File: src/ssc_pkg.sv
`default_nettype none
package ssc_pkg;

    // register byte addresses
    localparam logic [7:0] SSC_ADDR_CTRL = 8'h00;
    localparam logic [7:0] SSC_ADDR_STATUS = 8'h04;
    localparam logic [7:0] SSC_ADDR_SEQ_LAST = 8'h08;
    localparam logic [7:0] SSC_ADDR_EVT_DEST = 8'h0C;
    localparam logic [7:0] SSC_ADDR_STEP_BASE = 8'h40;

    // sequence table geometry
    localparam int SSC_NUM_STEPS = 16;
    localparam int SSC_IDX_W = 4;
    localparam int SSC_CODE_W = 4;

    // control register field positions
    localparam int SSC_CTRL_MODE_BIT = 0;
    localparam int SSC_CTRL_EN_BIT = 1;
    localparam int SSC_CTRL_SEL_BIT = 2;

    // step entry field positions
    localparam int SSC_STEP_CODE_LSB = 0;
    localparam int SSC_STEP_DEST_LSB = 4;

    // values after reset
    localparam logic [2:0] SSC_CTRL_RESET = 3'h0;
    localparam logic [3:0] SSC_SEQ_LAST_RESET = 4'h0;
    localparam logic [3:0] SSC_EVT_DEST_RESET = 4'h0;
    localparam logic [7:0] SSC_STEP_RESET = 8'h00;

    // control input lane positions in the synchroniser
    localparam int SSC_IN_W = 5;
    localparam int SSC_IN_START = 0;
    localparam int SSC_IN_STOP = 1;
    localparam int SSC_IN_HOLD = 2;
    localparam int SSC_IN_EVENT = 3;
    localparam int SSC_IN_TRIG = 4;

    typedef enum logic [1:0] {
        SSC_IDLE = 2'b00,
        SSC_RUN = 2'b01,
        SSC_HOLD = 2'b10
    } ssc_state_e;

    // software control settings
    typedef struct packed {
        logic start_is_branch;
        logic ctrl_en;
        logic seq_mode;
    } ssc_ctl_s;

    // register port request
    typedef struct packed {
        logic [7:0] addr;
        logic [31:0] wdata;
        logic wr;
        logic rd;
    } ssc_req_s;

endpackage
`default_nettype wire

File: src/ssc_sync.sv
`timescale 1ns/1ps
`default_nettype none
module ssc_sync #(
    parameter int W = 5
) (
    input wire logic clk,
    input wire logic rst_n,
    input wire logic [W-1:0] din,
    output logic [W-1:0] level,
    output logic [W-1:0] fall,
    output logic [W-1:0] rise
);
    logic [W-1:0] meta_q;
    logic [W-1:0] sync_q;
    logic [W-1:0] prev_q;

    // two-flop synchroniser, idle lines read high (pulled up)
    always_ff @(posedge clk or negedge rst_n)
    begin
        if (!rst_n)
        begin
            meta_q <= '1;
            sync_q <= '1;
            prev_q <= '1;
        end
        else
        begin
            meta_q <= din;
            sync_q <= meta_q;
            prev_q <= sync_q;
        end
    end

    // edge detection on the settled copy only
    assign level = sync_q;
    assign fall = prev_q & ~sync_q;
    assign rise = ~prev_q & sync_q;
endmodule
`default_nettype wire

File: src/ssc_top.sv
`timescale 1ns/1ps
`default_nettype none
// Contract
// - sweep start line fall restarts sweep, ORed trigger
// - sweep stop line fall ends sweep
// - hold line fall freezes running sweep
// - hold line rise resumes held sweep
// - sequence mode: four inputs, selectable first
// - start selected: fall launches sequence step zero
// - branch selected: low at step end jumps
// - sequence stop line fall ends sequence
// - hold line fall pauses running sequence
// - hold line rise resumes paused sequence
// - event line fall jumps to destination step
// - drive configured code of current step
// - code bit0 least significant, zero in sweep
module ssc_top (
    input wire logic ref_clk,
    input wire logic resetn,
    input wire logic [7:0] addr,
    input wire logic [31:0] wdata,
    input wire logic wr,
    input wire logic rd,
    output logic [31:0] rdata,
    input wire logic ctl_start_n,
    input wire logic ctl_stop_n,
    input wire logic ctl_hold_n,
    input wire logic ctl_event_n,
    input wire logic external_trigger_input,
    input wire logic sweep_end,
    input wire logic step_done,
    output logic [ssc_pkg::SSC_CODE_W-1:0] step_code,
    output logic [ssc_pkg::SSC_IDX_W-1:0] seq_step,
    output logic running,
    output logic held,
    output logic restart
);
    import ssc_pkg::*;

    logic rst_meta_q;
    logic rst_n_q;
    ssc_req_s req;
    ssc_ctl_s ctl_q;
    logic [SSC_IDX_W-1:0] seq_last_q;
    logic [SSC_IDX_W-1:0] evt_dest_q;
    logic [7:0] step_mem_q [SSC_NUM_STEPS];
    logic [31:0] rdata_q;
    logic [SSC_IN_W-1:0] pins;
    logic [SSC_IN_W-1:0] lvl;
    logic [SSC_IN_W-1:0] fall;
    logic [SSC_IN_W-1:0] rise;
    ssc_state_e state_q;
    ssc_state_e state_d;
    logic [SSC_IDX_W-1:0] idx_q;
    logic [SSC_IDX_W-1:0] idx_d;
    logic restart_q;
    logic restart_d;
    logic running_q;
    logic held_q;
    logic [SSC_CODE_W-1:0] code_q;
    logic en;
    logic start_ev;
    logic stop_ev;
    logic hold_ev;
    logic resume_ev;
    logic event_ev;
    logic branch_low;
    logic step_sel;
    logic [7:0] cur_entry;

    // reset release through two flops
    always_ff @(posedge ref_clk or negedge resetn)
    begin
        if (!resetn)
        begin
            rst_meta_q <= 1'b0;
            rst_n_q <= 1'b0;
        end
        else
        begin
            rst_meta_q <= 1'b1;
            rst_n_q <= rst_meta_q;
        end
    end

    // bundle the register port
    assign req.addr = addr;
    assign req.wdata = wdata;
    assign req.wr = wr;
    assign req.rd = rd;

    // control, last step and event destination registers
    always_ff @(posedge ref_clk or negedge rst_n_q)
    begin
        if (!rst_n_q)
        begin
            ctl_q <= SSC_CTRL_RESET;
            seq_last_q <= SSC_SEQ_LAST_RESET;
            evt_dest_q <= SSC_EVT_DEST_RESET;
        end
        else if (req.wr)
        begin
            if (req.addr == SSC_ADDR_CTRL)
            begin
                ctl_q.seq_mode <= req.wdata[SSC_CTRL_MODE_BIT];
                ctl_q.ctrl_en <= req.wdata[SSC_CTRL_EN_BIT];
                ctl_q.start_is_branch <= req.wdata[SSC_CTRL_SEL_BIT];
            end
            if (req.addr == SSC_ADDR_SEQ_LAST)
            begin
                seq_last_q <= req.wdata[SSC_IDX_W-1:0];
            end
            if (req.addr == SSC_ADDR_EVT_DEST)
            begin
                evt_dest_q <= req.wdata[SSC_IDX_W-1:0];
            end
        end
    end

    // step table: code and state-branch destination per entry
    for (genvar i = 0; i < SSC_NUM_STEPS; i++)
    begin : g_step
        always_ff @(posedge ref_clk or negedge rst_n_q)
        begin
            if (!rst_n_q)
            begin
                step_mem_q[i] <= SSC_STEP_RESET;
            end
            else if (req.wr && req.addr == SSC_ADDR_STEP_BASE + 8'(4 * i))
            begin
                step_mem_q[i] <= req.wdata[7:0];
            end
        end
    end

    // read data valid the cycle after the strobe, zero otherwise
    always_ff @(posedge ref_clk or negedge rst_n_q)
    begin
        if (!rst_n_q)
        begin
            rdata_q <= 32'h0000_0000;
        end
        else
        begin
            rdata_q <= 32'h0000_0000;
            if (req.rd)
            begin
                if (req.addr == SSC_ADDR_CTRL)
                begin
                    rdata_q[2:0] <= ctl_q;
                end
                else if (req.addr == SSC_ADDR_STATUS)
                begin
                    rdata_q[1:0] <= state_q;
                    rdata_q[7:4] <= idx_q;
                    rdata_q[12:8] <= lvl;
                end
                else if (req.addr == SSC_ADDR_SEQ_LAST)
                begin
                    rdata_q[SSC_IDX_W-1:0] <= seq_last_q;
                end
                else if (req.addr == SSC_ADDR_EVT_DEST)
                begin
                    rdata_q[SSC_IDX_W-1:0] <= evt_dest_q;
                end
                else if (step_sel)
                begin
                    rdata_q[7:0] <= step_mem_q[req.addr[5:2]];
                end
            end
        end
    end

    // step table window decode
    assign step_sel = (req.addr[7:6] == SSC_ADDR_STEP_BASE[7:6]) && (req.addr[1:0] == 2'h0);

    // connector inputs into the clock domain
    assign pins = {external_trigger_input, ctl_event_n, ctl_hold_n, ctl_stop_n, ctl_start_n};

    ssc_sync #(
        .W(SSC_IN_W)
    ) u_sync (
        .clk(ref_clk),
        .rst_n(rst_n_q),
        .din(pins),
        .level(lvl),
        .fall(fall),
        .rise(rise)
    );

    // qualified control events, lines except the trigger ignored while disabled
    assign en = ctl_q.ctrl_en;
    assign start_ev = rise[SSC_IN_TRIG]
        | (en & fall[SSC_IN_START] & ~(ctl_q.seq_mode & ctl_q.start_is_branch));
    assign stop_ev = en & fall[SSC_IN_STOP];
    assign hold_ev = en & fall[SSC_IN_HOLD];
    assign resume_ev = en & rise[SSC_IN_HOLD];
    assign event_ev = en & ctl_q.seq_mode & fall[SSC_IN_EVENT];
    assign branch_low = en & ctl_q.start_is_branch & ~lvl[SSC_IN_START];
    assign cur_entry = step_mem_q[idx_q];

    // run state and step index: stop > start > event > hold/resume > end
    always_comb
    begin
        state_d = state_q;
        idx_d = idx_q;
        restart_d = 1'b0;
        if (stop_ev)
        begin
            state_d = SSC_IDLE;
        end
        else if (start_ev)
        begin
            state_d = SSC_RUN;
            idx_d = '0;
            restart_d = 1'b1;
        end
        else if (event_ev && state_q != SSC_IDLE)
        begin
            idx_d = evt_dest_q;
            restart_d = 1'b1;
        end
        else
        begin
            case (state_q)
                SSC_RUN:
                begin
                    if (hold_ev)
                    begin
                        state_d = SSC_HOLD;
                    end
                    else if (!ctl_q.seq_mode && sweep_end)
                    begin
                        state_d = SSC_IDLE;
                    end
                    else if (ctl_q.seq_mode && step_done)
                    begin
                        if (branch_low)
                        begin
                            idx_d = cur_entry[SSC_STEP_DEST_LSB +: SSC_IDX_W];
                        end
                        else if (idx_q == seq_last_q)
                        begin
                            state_d = SSC_IDLE;
                        end
                        else
                        begin
                            idx_d = idx_q + 4'h1;
                        end
                    end
                end
                SSC_HOLD:
                begin
                    if (resume_ev)
                    begin
                        state_d = SSC_RUN;
                    end
                end
                SSC_IDLE:
                begin
                    state_d = SSC_IDLE;
                end
                default:
                begin
                    state_d = SSC_IDLE;
                end
            endcase
        end
    end

    // run state registers
    always_ff @(posedge ref_clk or negedge rst_n_q)
    begin
        if (!rst_n_q)
        begin
            state_q <= SSC_IDLE;
            idx_q <= '0;
            restart_q <= 1'b0;
            running_q <= 1'b0;
            held_q <= 1'b0;
        end
        else
        begin
            state_q <= state_d;
            idx_q <= idx_d;
            restart_q <= restart_d;
            running_q <= (state_d == SSC_RUN); // status flops track the next state
            held_q <= (state_d == SSC_HOLD);
        end
    end

    // step code of the running step, zero in sweep mode or idle
    always_ff @(posedge ref_clk or negedge rst_n_q)
    begin
        if (!rst_n_q)
        begin
            code_q <= '0;
        end
        else if (ctl_q.seq_mode && state_d != SSC_IDLE)
        begin
            code_q <= step_mem_q[idx_d][SSC_STEP_CODE_LSB +: SSC_CODE_W];
        end
        else
        begin
            code_q <= '0;
        end
    end

    // outputs straight from flops
    assign rdata = rdata_q;
    assign step_code = code_q; // bit 0 is step_code_bit_low
    assign seq_step = idx_q;
    assign running = running_q;
    assign held = held_q;
    assign restart = restart_q;
endmodule
`default_nettype wire

File: config.mk
export PLATFORM = sky130hd
export DESIGN_NAME = ssc_top
export DESIGN_NICKNAME = d
export VERILOG_FILES = /design/src/ssc_pkg.sv /design/src/ssc_sync.sv /design/src/ssc_top.sv
export SDC_FILE = /design/constraint.sdc
export NUM_CORES = 1
export LEC_CHECK = 0
export BUFFER_PORTS_ARGS = -buffer_cell sky130_fd_sc_hd__buf_2
export CORE_UTILIZATION = 35
export CTS_CLUSTER_SIZE = 20
export DETAILED_ROUTE_END_ITERATION = 7
export MAX_ROUTING_LAYER = met4
export PLACE_DENSITY_LB_ADDON = 0.15
export SYNTH_ARGS = -nofsm -noshare
export SYNTH_HDL_FRONTEND = slang
export SYNTH_SLANG_ARGS = --single-unit
File: constraint.sdc
create_clock -name ref_clk -period 9.54 [get_ports ref_clk]
set_input_delay 2.862 -clock ref_clk [delete_from_list [all_inputs] [get_ports ref_clk]]
set_output_delay 2.862 -clock ref_clk [all_outputs]
set_load 0.02 [all_outputs]
After elaboration in Yosys (flattened, before gate mapping) --
Cells that the tools add are included.
Storage, ports and cells: register bits 182, logic and storage cells 155
Cells by class: $add $sub $neg 1, order comparisons 3, equality and inequality tests 25, muxes and demuxes 44, bitwise logic cells 20, reduce and logical (&&, ||, !) cells 29
Operators by type and width (number):
- equality test 8 x 7 -> 1 bit (second input constant) | 16
- binary-select mux 8 bit (select 4 bit) | 3
- two-way mux 4 bit | 17
- two-way mux 8 bit | 5
- two-way mux 2 bit | 11
- logical AND 1 bit | 21
- equality test 8 x 4 -> 1 bit (second input constant) | 2
- >= comparator 5 bit (second input constant) | 3
- NOT 4 -> 5 bit | 3
- two-way mux 13 bit | 1
- bitwise AND 1 bit | 10
- two-way mux 10 bit | 1
- equality test 8 x 3 -> 1 bit (second input constant) | 1
- logical NOT 8 bit | 1
- equality test 2 x 1 -> 1 bit (second input constant) | 3
- AND reduction 2 bit | 3
- bitwise AND 5 bit | 1
- two-way mux 5 bit | 1
- NOT 5 bit | 1
- adder 4 x 1 -> 4 bit (second input constant) | 1
- bitwise AND 4 bit | 1
- equality test 2 bit (second input constant) | 2
- equality test 4 bit | 1
- NOT 4 bit | 1
- other kinds (8) | 12

Depth between registers and ports, before layout --
Gate-level depths: netlist (run 1).
depth in word-level cells 17, gate-level depth with buffers 14

By module --
Synthesis (run 1) repeated with hierarchy kept, for this count alone.
Second synthesis, totals: cells, all modules 736, area, all modules 9809.4 sq um
Modules (own cells, without submodules):
- ssc_top | times used 1, cells each 711, area an instance 9327.7 sq um, sequential area each 4179.0 sq um
- ssc_sync | times used 1, cells each 25, area an instance 481.7 sq um, sequential area each 394.1 sq um

Least setup slack after synthesis (run 1) --
Ideal clock, no wire load.
path type in2reg, from input port addr[2], to register rdata_q[4], in the netlist rdata[4], arrival 4.979 ns, required time 9.406 ns, path slack 4.427 ns, cell stages on the path 6, buffers on the path 2, cells stage by stage clkbuf_1 buf_1 mux4_2 mux4_2 a22oi_1 nor2_1
On the way: word-level cells in the longest chain between the ends 10, elaborated cells between the ends (all ways) 14, those cells by class 3 x eq/ne; 9 x mux; 1 x bitwise; 1 x reduce/logical
RTL lines:
- start: declaration | line ssc_top.sv:20 | input wire logic [7:0] addr,
- NOT 4 -> 5 bit (not written as such) | line ssc_top.sv:168 | rdata_q[7:0] <= step_mem_q[req.addr[5:2]];
- binary-select mux 8 bit (select 4 bit) | line ssc_top.sv:168
- two-way mux 8 bit (not written as such) (2 in a row) | line ssc_top.sv:168
- two-way mux 8 bit | line ssc_top.sv:166 | else if (step_sel)
- two-way mux 4 bit | line ssc_top.sv:162 | else if (req.addr == SSC_ADDR_EVT_DEST)
- two-way mux 4 bit | line ssc_top.sv:158 | else if (req.addr == SSC_ADDR_SEQ_LAST)
- two-way mux 4 bit | line ssc_top.sv:152 | else if (req.addr == SSC_ADDR_STATUS)
- two-way mux 10 bit * | line ssc_top.sv:148 | if (req.addr == SSC_ADDR_CTRL)
- two-way mux 13 bit * | line ssc_top.sv:146 | if (req.rd)
- end signal: assignment | line ssc_top.sv:155 | rdata_q[7:4] <= idx_q;
- end signal: indexed assignment | line ssc_top.sv:160 | rdata_q[SSC_IDX_W-1:0] <= seq_last_q;
- end signal: indexed assignment | line ssc_top.sv:164 | rdata_q[SSC_IDX_W-1:0] <= evt_dest_q;
- end: declaration | line ssc_top.sv:47 | logic [31:0] rdata_q;
Every way passes the cells marked *; elsewhere a longest branch is shown, timed or not. The select of a mux whose other input is x is not followed. A chain may end at the register's enable or synchronous reset.

Worst setup path in the final report (run 1) --
from input port step_done, to register code_q[0], in the netlist step_code[0]
On the way: word-level cells in the longest chain between the ends 13, elaborated cells between the ends (all ways) 22, those cells by class 18 x mux; 1 x bitwise; 3 x reduce/logical
RTL lines:
- start: declaration | line ssc_top.sv:31 | input wire logic step_done,
- logical AND 1 bit * | line ssc_top.sv:236 | else if (ctl_q.seq_mode && step_done)
- two-way mux 4 bit | line ssc_top.sv:236
- two-way mux 4 bit | line ssc_top.sv:232 | else if (!ctl_q.seq_mode && sweep_end)
- two-way mux 4 bit | line ssc_top.sv:228 | if (hold_ev)
- two-way mux 4 bit | line ssc_top.sv:225 | case (state_q)
- two-way mux 4 bit | line ssc_top.sv:218 | else if (event_ev && state_q != SSC_IDLE)
- two-way mux 4 bit | line ssc_top.sv:212 | else if (start_ev)
- two-way mux 4 bit | line ssc_top.sv:208 | if (stop_ev)
- NOT 4 -> 5 bit (not written as such) | line ssc_top.sv:301 | code_q <= step_mem_q[idx_d][SSC_STEP_CODE_LSB +: SSC_CODE_W];
- binary-select mux 8 bit (select 4 bit) | line ssc_top.sv:301
- two-way mux 4 bit (not written as such) (2 in a row) | line ssc_top.sv:301
- two-way mux 4 bit * | line ssc_top.sv:299 | else if (ctl_q.seq_mode && state_d != SSC_IDLE)
- end signal: assignment | line ssc_top.sv:301
- end: declaration | line ssc_top.sv:60 | logic [SSC_CODE_W-1:0] code_q;
Marked as above.

==> results of run 1 <==
-- cell usage after synthesis, drive strengths merged, types with 3 or more instances --
library cell / instances
dfrtp: 167
mux2: 140
mux2i: 51
mux4: 48
buf: 36
nor2: 33
nand2: 29
clkbuf: 24
a21oi: 22
a22oi: 17
dfstp: 15
o21ai: 15
and2: 11
inv: 11
nand3: 11
a211oi: 8
nor2b: 8
nand4: 6
nor3: 6
a22o: 4
ha: 4
xor2: 4
a221o: 3
a31oi: 3
-- flip-flops by register name, indices dropped and copies added (netlist names), 2 cells and up --
| signal | cells |
|---|---|
| ctl_q | 2 |
| evt_dest_q | 4 |
| rdata | 13 |
| seq_last_q | 4 |
| seq_step | 4 |
| state_q | 2 |
| step_code | 4 |
| step_mem_q | 128 |
| u_sync.level | 5 |
| u_sync.meta_q | 5 |
| u_sync.prev_q | 5 |
-- report_power, final --
part / switching, mW / total (mW) / internal [mW] / leakage, nW
logic: 0.0767 / 0.139 / 0.0626 / 2.00
registers: 0.0289 / 0.835 / 0.807 / 2.45
clock network: 0.337 / 0.709 / 0.372 / 0.288
total: 0.442 / 1.68 / 1.24 / 4.75
-- cell usage in the layout, fill, tap and decap left out, types with 16 or more instances in the layout --
cell	Yosys	final
mux4_2	48	48
a21oi_1	22	22
mux2_2	140	140
clkbuf_16	0	17
a22oi_1	17	17
conb_1	2	20
buf_2	2	50
mux2i_1	51	51
nor2_1	33	33
nand2_1	29	29
dfrtp_1	167	165
buf_4	20	16
-- cell type report --
cell class                 count  area [um2]
timing repair buffer          66         370
tap                          341         427
fill                        2515       16300
clock inverter                15         160
inverter                      11        41.3
sequential                   182        4580
clock buffer                  17         425
multi-input combinational    475        4600
-- logic make-up after synthesis --
family                     share of synthesized area
DFF                                            0.479
buffers and inverters                         0.0463
muxes                                          0.332
and+or+nand+nor                               0.0637
AOI/OAI and AO/OA                             0.0683
xor gates and xnor gates                     0.00459
other                                       0.000787
adders and majority gates                    0.00524
-- worst min path at each step --
| stage | end | slack [ps] | cells past startpoint |
|---|---|---|---|
| floorplan | rst_n_q$_DFF_PN0_ | 330 | 0 |
| global placement | rst_n_q$_DFF_PN0_ | 330 | 0 |
| detailed placement | rst_n_q$_DFF_PN0_ | 340 | 0 |
| CTS | rst_n_q$_DFF_PN0_ | 350 | 0 |
| global route | u_sync.level[2]$_DFF_PN1_ | 360 | 0 |
| finish | step_mem_q[63]$_DFFE_PN0P_ | 340 | 0 |
-- layer usage --
metal / share of wire / wire [um]
met1: 0.43 / 11400
met2: 0.49 / 13100
met3: 0.050 / 1330
met4: 0.028 / 750
met5: 0 / 0
-- critical path, cell delays in order --
cell and delay [ps]:
buf_2 100, nand4_1 210, a21oi_1 200, nor3_1 90, o41ai_4 330, buf_4 560
mux2i_1 180, a22o_1 250, a221o_1 280, a211oi_2 220
-- per-stage QoR --
| step | worst slack, ps | area [um2] | power (mW) | instances |
|---|---|---|---|---|
| after floorplan | 4120 | 9610 | 0.951 | 728 |
| after global placement | 4150 | 10000 | 0.985 | 1075 |
| after detailed placement | 4170 | 10000 | 0.990 | 1075 |
| after CTS | 4630 | 10600 | 1.70 | 1107 |
| after global routing | 4400 | 10600 | 1.75 | 1107 |
| final | 4550 | 10600 | 1.68 | 1107 |
==> metrics, run 1 <==
outcome=complete, no violations; DRT Wirelength=26.6 mm; grt met1 use=0.258; setup bufs post-CTS=0; Num Clock Sinks=~180; Worst Setup SP=step_done; largest net degree at the start of global routing=between 70 and 80; GRT overflow=0; r2r endpoint=step_code[1]$_DFF_PN0_; ANT nets after route=0; core box area=26900 um2; P per Cell Area=159 nW/um2; Worst Path Required=slightly below 10000 ps; crit end category=flip-flop; worst reg2reg path startpoint=seq_step[0]$_DFF_PN0_; CTS buffer count=17; Worst R2R Setup Slack=~5800 ps; busiest grt layer=met2; Max-cap violations=0; Setup Skew=~11 ps; Unique masters post-synth=65; Worst Hold Class=reg -> async; Starting Density=0.355; Yosys reg bits=182; vias per cell=5.62; initial antenna violation count=0; num ports=94; WS Path Type=in -> reg; final design utilization=0.394; Detailed Place HPWL=17.3 mm; Worst-path clk slew=approximately 70 ps; crit share post-route=0.523; mapped cell area=9540 um2; CTS Buffer Depth=2; Syn. warnings=0; Worst slew margin=0.105; Resized Gates After CTS=0; Finish-stage setup viols=0; Least-Margin Pin Slew=about 1300 ps; antenna cells=0; Setup TNS=0 ps; M2 GR Usage=0.326; Area contributors post-synth=dfrtp_1, mux2_2, mux4_2; Die Wd=about 170 um; hold slack=342 ps; CTS tree=done; Rows=60; synthesized area per cell=13.4 um2; Die ar.=about 28000 um2; worst reg2reg path depth=10; hold_buf cts=0; drt initial violations=413; Final #Nets=808; Synth Flop Type=dfrtp_1; RSZ-0062 raised after global routing=no; asr flop ratio synth=1.00; vias in the first global route=6477; Leak Pwr=4.75 nW; DRT Pass-1 Iters=5; later-pin clock latency in the skew report=430 ps; Data arrival, critical path=around 5300 ps; wire per inst=around 24 um; worst setup path end=step_code[0]$_DFF_PN0_; Slew Viols, Final=0; EDFF count, synth=0; Gate Count Post-Synth=710; register area share after synthesis=0.479; Yosys top cell by area=dfrtp_1; Clock H-tree levels=4; CTS Root Cell=clkbuf_16; crit path max fanout=33; f_max=around 200 MHz; Total Routing Usage GR=0.204; GPL Wtd Cong=0.857; first-pass GRT wire length=40.8 mm; Worst setup SP type=input port; die height=167 um; Yosys top cell area share=0.438; minimum clock period=4990 ps; Remaining DRCs=0; Final Hold Viols=0; Max VDD drop=between 0.1 and 0.15 mV; layout cells sized above 1=0.418; input/output buffers=50; vias after detailed routing=6218; grt met3 use=0.0347; Area Growth Syn to Fin=11.1%
Power figures use the tool's default switching activity.
==> run 2, diff against run 1 <==
- clock period: 9.54 -> 5 ns (I/O delays scaled with it)
==> metrics, run 2 (synthesis results as in run 1) <==
outcome=complete, no violations; layout cells sized above 1=0.424; f_max=282 MHz; Die Wd=about 170 um; vias after detailed routing=6210; crit path max fanout=13; initial antenna violation count=0; Worst R2R Setup Slack=1450 ps; Worst Path Required=5290 ps; largest net degree at the start of global routing=181; drt initial violations=440; fin worst setup slack=1450 ps; core box area=26900 um2; Setup TNS=0 ps; crit end category=flip-flop; Resized Gates After CTS=0; most frequent cells in the layout=dfrtp_1, mux2_2, mux2i_1; WS Path Type=reg -> reg; post-place setup slack=1080 ps; Final #Nets=roughly 820; Worst Hold Class=reg -> reg; ANT nets after route=0; Worst-path clk slew=about 70 ps; Clock H-tree levels=4; r2r endpoint=step_code[1]$_DFF_PN0_; Placed Area=10100 um2; RSZ-0062 raised after global routing=no; Max-cap violations=0; Rows=60; num ports=94; Starting Density=0.355; max reg flops=~130; Most flops, register=step_mem_q; # fillers=2503; hold_buf cts=0; placed insts=about 1.1k; CTS Root Cell=clkbuf_16; setup bufs post-CTS=0; later-pin clock latency in the skew report=440 ps; wire per inst=approximately 24 um; hold depth=0; antenna cells=0; CTS buffer count=17; vias in the first global route=approximately 6.6k; Remaining DRCs=0; GPL Wtd Cong=0.846; Num Clock Sinks=roughly 180; first-pass GRT wire length=41.2 mm; Worst slew margin=0.344; Worst Hold Endpoint=rst_n_q$_DFF_PN0_; DRT Wirelength=26.6 mm; Leak Pwr=4.77 nW; Detailed Place HPWL=approximately 18 mm; commonest non-fill, non-tap cell in the layout=dfrtp_1; input/output buffers=50; worst reg2reg path startpoint=seq_step[0]$_DFF_PN0_; Data arrival, critical path=3840 ps; minimum clock period=between 3000 and 4000 ps; Least-Margin Pin Slew=984 ps; Layout Cells excl Fill=about 1.1k; cell area after layout=10700 um2; Die ar.=approximately 28000 um2; Setup Skew=16.5 ps; P per Cell Area=297 nW/um2; Slew Viols, Final=0; Worst setup SP type=flip-flop; Final Hold Viols=0; Total Routing Usage GR=0.206; Max VDD drop=0.230 mV; min-delay src=rst_meta_q$_DFF_PN0_; die height=167 um; crit share post-route=0.710; Finish-stage setup viols=0; GRT overflow=0; vias per cell=about 5.6; Area Growth Syn to Fin=11.7%; CTS tree=done; worst reg2reg path depth=11; CTS Buffer Depth=2; DRT Pass-1 Iters=5
[run 2: changes by cell type in the layout (fill, tap and decap cells not counted), sizes merged]
cell / change
buf: +7
bufinv: -1
clkinv: -1
clkinvlp: +2
[run 2: final cells by class]
cell class,instances,area (um2),share of cell area
clock inverter,15,138,0.0129
inverter,11,41.3,0.00387
tap,341,427,0.0400
clock buffer,17,425,0.0399
timing repair buffer,73,448,0.0420
multi-input combinational,475,4600,0.432
sequential,182,4580,0.429
[run 2: worst max path at each step]
stage	start	end	slack [ps]	depth (start not counted)
floorplan	addr[2]	rdata[4]$_DFF_PN0_	1250	6
global placement	addr[2]	step_mem_q[23]$_DFFE_PN0P_	1140	6
detailed placement	addr[2]	step_mem_q[17]$_DFFE_PN0P_	1080	6
CTS	seq_step[0]$_DFF_PN0_	step_code[2]$_DFF_PN0_	1430	11
global route	seq_step[0]$_DFF_PN0_	step_code[2]$_DFF_PN0_	1240	11
finish	seq_step[0]$_DFF_PN0_	step_code[1]$_DFF_PN0_	1450	11
[run 2: through the flow]
stage / total power [mW] / utilization / hold slack, ps
floorplan: 1.81 / - / 331
global placement: 1.88 / 0.376 / 335
detailed placement: 1.89 / 0.376 / 339
CTS: 3.21 / 0.397 / 357
global route: 3.30 / 0.397 / 363
finish: 3.16 / 0.397 / 354
[run 2: critical path, stage by stage (launching register included)]
cell and delay, ps:
dfrtp_1 790, buf_4 350, mux4_2 570, nor2_1 110, a21oi_1 70, nand4_1 140
a41o_1 240, inv_2 50, and2_1 320, a22oi_1 230, a21oi_1 90, a211oi_1 440
[run 2: routing by layer]
layer | GRT usage | routed length (um) | vias to the layer above
met1 | 0.266 | 11800 | 3237
met3 | 0.0397 | 1250 | 38
li1 | - | - | 2739
met5 | - | 0 | -
met4 | 0.0718 | 726 | 0
met2 | 0.324 | 12900 | 196
[run 2: report_power, final]
part | total (mW) | internal [mW] | switching [mW]
sequential | 1.59 | 1.54 | 0.0489
combinational | 0.273 | 0.122 | 0.152
clock | 1.30 | 0.659 | 0.645
total | 3.16 | 2.32 | 0.846
==> run 3, diff against run 2 <==
- ABC_AREA: default -> 1
- clock period: 5 -> 3.01 ns (I/O delays scaled with it)
==> metrics, run 3 <==
flip-flop and latch area=4580 um2; Total Routing Usage GR=0.238; Final Hold Viols=0; register area share after synthesis=0.485; Leak Pwr=5.18 nW; synthesized area per cell=7.92 um2; Rows=59; r2r endpoint=step_code[1]$_DFF_PN0_; Yosys top cell by area=dfrtp_1; Clock Power Share=0.426; Finish-stage setup viols=0; crit share post-route=0.911; Die Wd=about 170 um; Net Sw Frac=0.266; minimum clock period=2740 ps; cell area after layout=11100 um2; Gate Count Post-Synth=between 1k and 1.5k; # fillers=2692; CTS tree=done; EDFF count, synth=0; final design utilization=0.421; commonest non-fill, non-tap cell in the layout=nand2_1; input/output buffers=50; initial antenna violation count=0; Area contributors post-synth=dfrtp_1, nand2_1, o21ai_0; Detailed Place HPWL=approximately 22 mm; setup bufs post-CTS=0; crit end category=flip-flop; ANT nets after route=0; CTS buffer count=17; Unique masters post-synth=41; Worst setup SP type=flip-flop; hold_buf cts=0; Resized Gates After CTS=0; Most flops, register=step_mem_q; area occupied by multi-input gates=approximately 4000 um2; first-pass GRT wire length=between 40 and 50 mm; later-pin clock latency in the skew report=440 ps; Least-Margin Pin Slew=672 ps; vias per cell=5.24; max reg flops=128; worst reg2reg path startpoint=state_q[1]$_DFF_PN0_; Synth top cells by count=nand2_1, dfrtp_1, o21ai_0; Area Growth Syn to Fin=17.2%; Yosys top cell area share=0.443; layout cells sized above 1=0.150; Max-cap violations=0; Remaining DRCs=2; failing checks=DRC; RSZ-0062 raised after global routing=no; WS Path Type=reg -> reg; outcome=finished with violations; crit path max fanout=22; Syn. warnings=0; drt initial violations=just over 700; Worst R2R Setup Slack=around 270 ps; Yosys reg bits=182; DRT Wirelength=31.2 mm; Final #Nets=1326; Sequential Power Share=0.475; vias after detailed routing=8481; f_max=roughly 360 MHz; Placed Area=around 10000 um2; core box area=26300 um2; CTS Buffer Depth=2; die height=166 um; Slew Viols, Final=0; DRT Pass-1 Iters=8; largest net degree at the start of global routing=between 90 and 100; Worst Hold Class=reg -> async; internal power=4.14 mW; Data arrival, critical path=3060 ps; asr flop ratio synth=1.00; Num Clock Sinks=roughly 180; Setup Skew=13.9 ps; worst reg2reg path depth=15; Clock H-tree levels=4; most frequent cells in the layout=nand2_1, dfrtp_1, o21ai_0; combinational power share=0.099; Die ar.=roughly 28000 um2; Setup TNS=0 ps; Worst-path clk slew=approximately 70 ps; GPL Wtd Cong=approximately 0.9; net switching power=approximately 1.5 mW; Starting Density=0.359; Worst Path Required=3330 ps; wire per inst=19.2 um; antenna cells=0; Max VDD drop=0.357 mV; Synth Flop Type=dfrtp_1; num ports=94; count leader, synth=nand2_1; Worst slew margin=0.551; P per Cell Area=510 nW/um2; mapped cell area=9440 um2; CTS Root Cell=clkbuf_16; vias in the first global route=8052; GRT overflow=0
## run 3: metal layers
metal	up-vias	global-route usage	part of all wire
li1	4094	-	-
met1	4050	0.318	0.46
met2	288	0.372	0.47
met3	49	0.0369	0.056
met4	0	0.0737	0.022
met5	-	-	0
## run 3: kinds of logic after synthesis
logic type,share of synthesized area
other cells,0.000796
buf+inv,0.0978
simple gates,0.220
flops,0.485
fa+ha+maj,0.00530
compound gates,0.192
## run 3: worst max-delay path by stage
stage	start	end	slack (ps)	cells past startpoint
6_report	state_q[1]$_DFF_PN0_	step_code[1]$_DFF_PN0_	270	15
4_1_cts	state_q[1]$_DFF_PN0_	step_code[1]$_DFF_PN0_	290	15
5_1_grt	state_q[1]$_DFF_PN0_	step_code[3]$_DFF_PN0_	90	15
3_3_place_gp	addr[2]	rdata[1]$_DFF_PN0_	180	9
2_1_floorplan	rst_n_q$_DFF_PN0_	ctl_q[0]$_DFFE_PN0P_	20	0
3_5_place_dp	addr[2]	rdata[1]$_DFF_PN0_	170	9
## run 3: through the flow
step	setup slack, ps	cells	total power, mW	hold slack (ps)
final	267	1619	5.64	238
after detailed placement	172	1587	3.28	240
after global placement	180	1587	3.27	239
after global routing	85.6	1619	5.87	217
after floorplan	19.8	1210	3.08	331
after CTS	290	1619	5.69	223
## run 3: final cells by class
cell class                      instances  share of cell area
Clock inverter                         12              0.0150
Clock buffer                           20              0.0413
Sequential cell                       182               0.414
Multi-Input combinational cell        819               0.363
Timing Repair Buffer                  122              0.0851
Tap cell                              335              0.0379
Inverter                              129              0.0438
## run 3: power groups by stage
stage	clock, mW	combinational, mW	sequential [mW]
floorplan	0	0.349	2.73
global placement	0	0.552	2.72
detailed placement	0	0.559	2.72
CTS	2.45	0.559	2.68
global route	2.55	0.623	2.69
finish	2.40	0.558	2.68
## run 3: worst max-delay path: stages, from the launching register on
cell and delay [ps]:
dfrtp_1 430, inv_1 120, ha_1 220, nor4_4 490
inv_2 130, nor2_1 110, nor2_1 80, nand2_4 100
nand2_4 170, buf_4 220, nand2_1 50, nand3_1 70
nand3_1 80, nand2_1 50, nor2_1 200, nor2_1 110
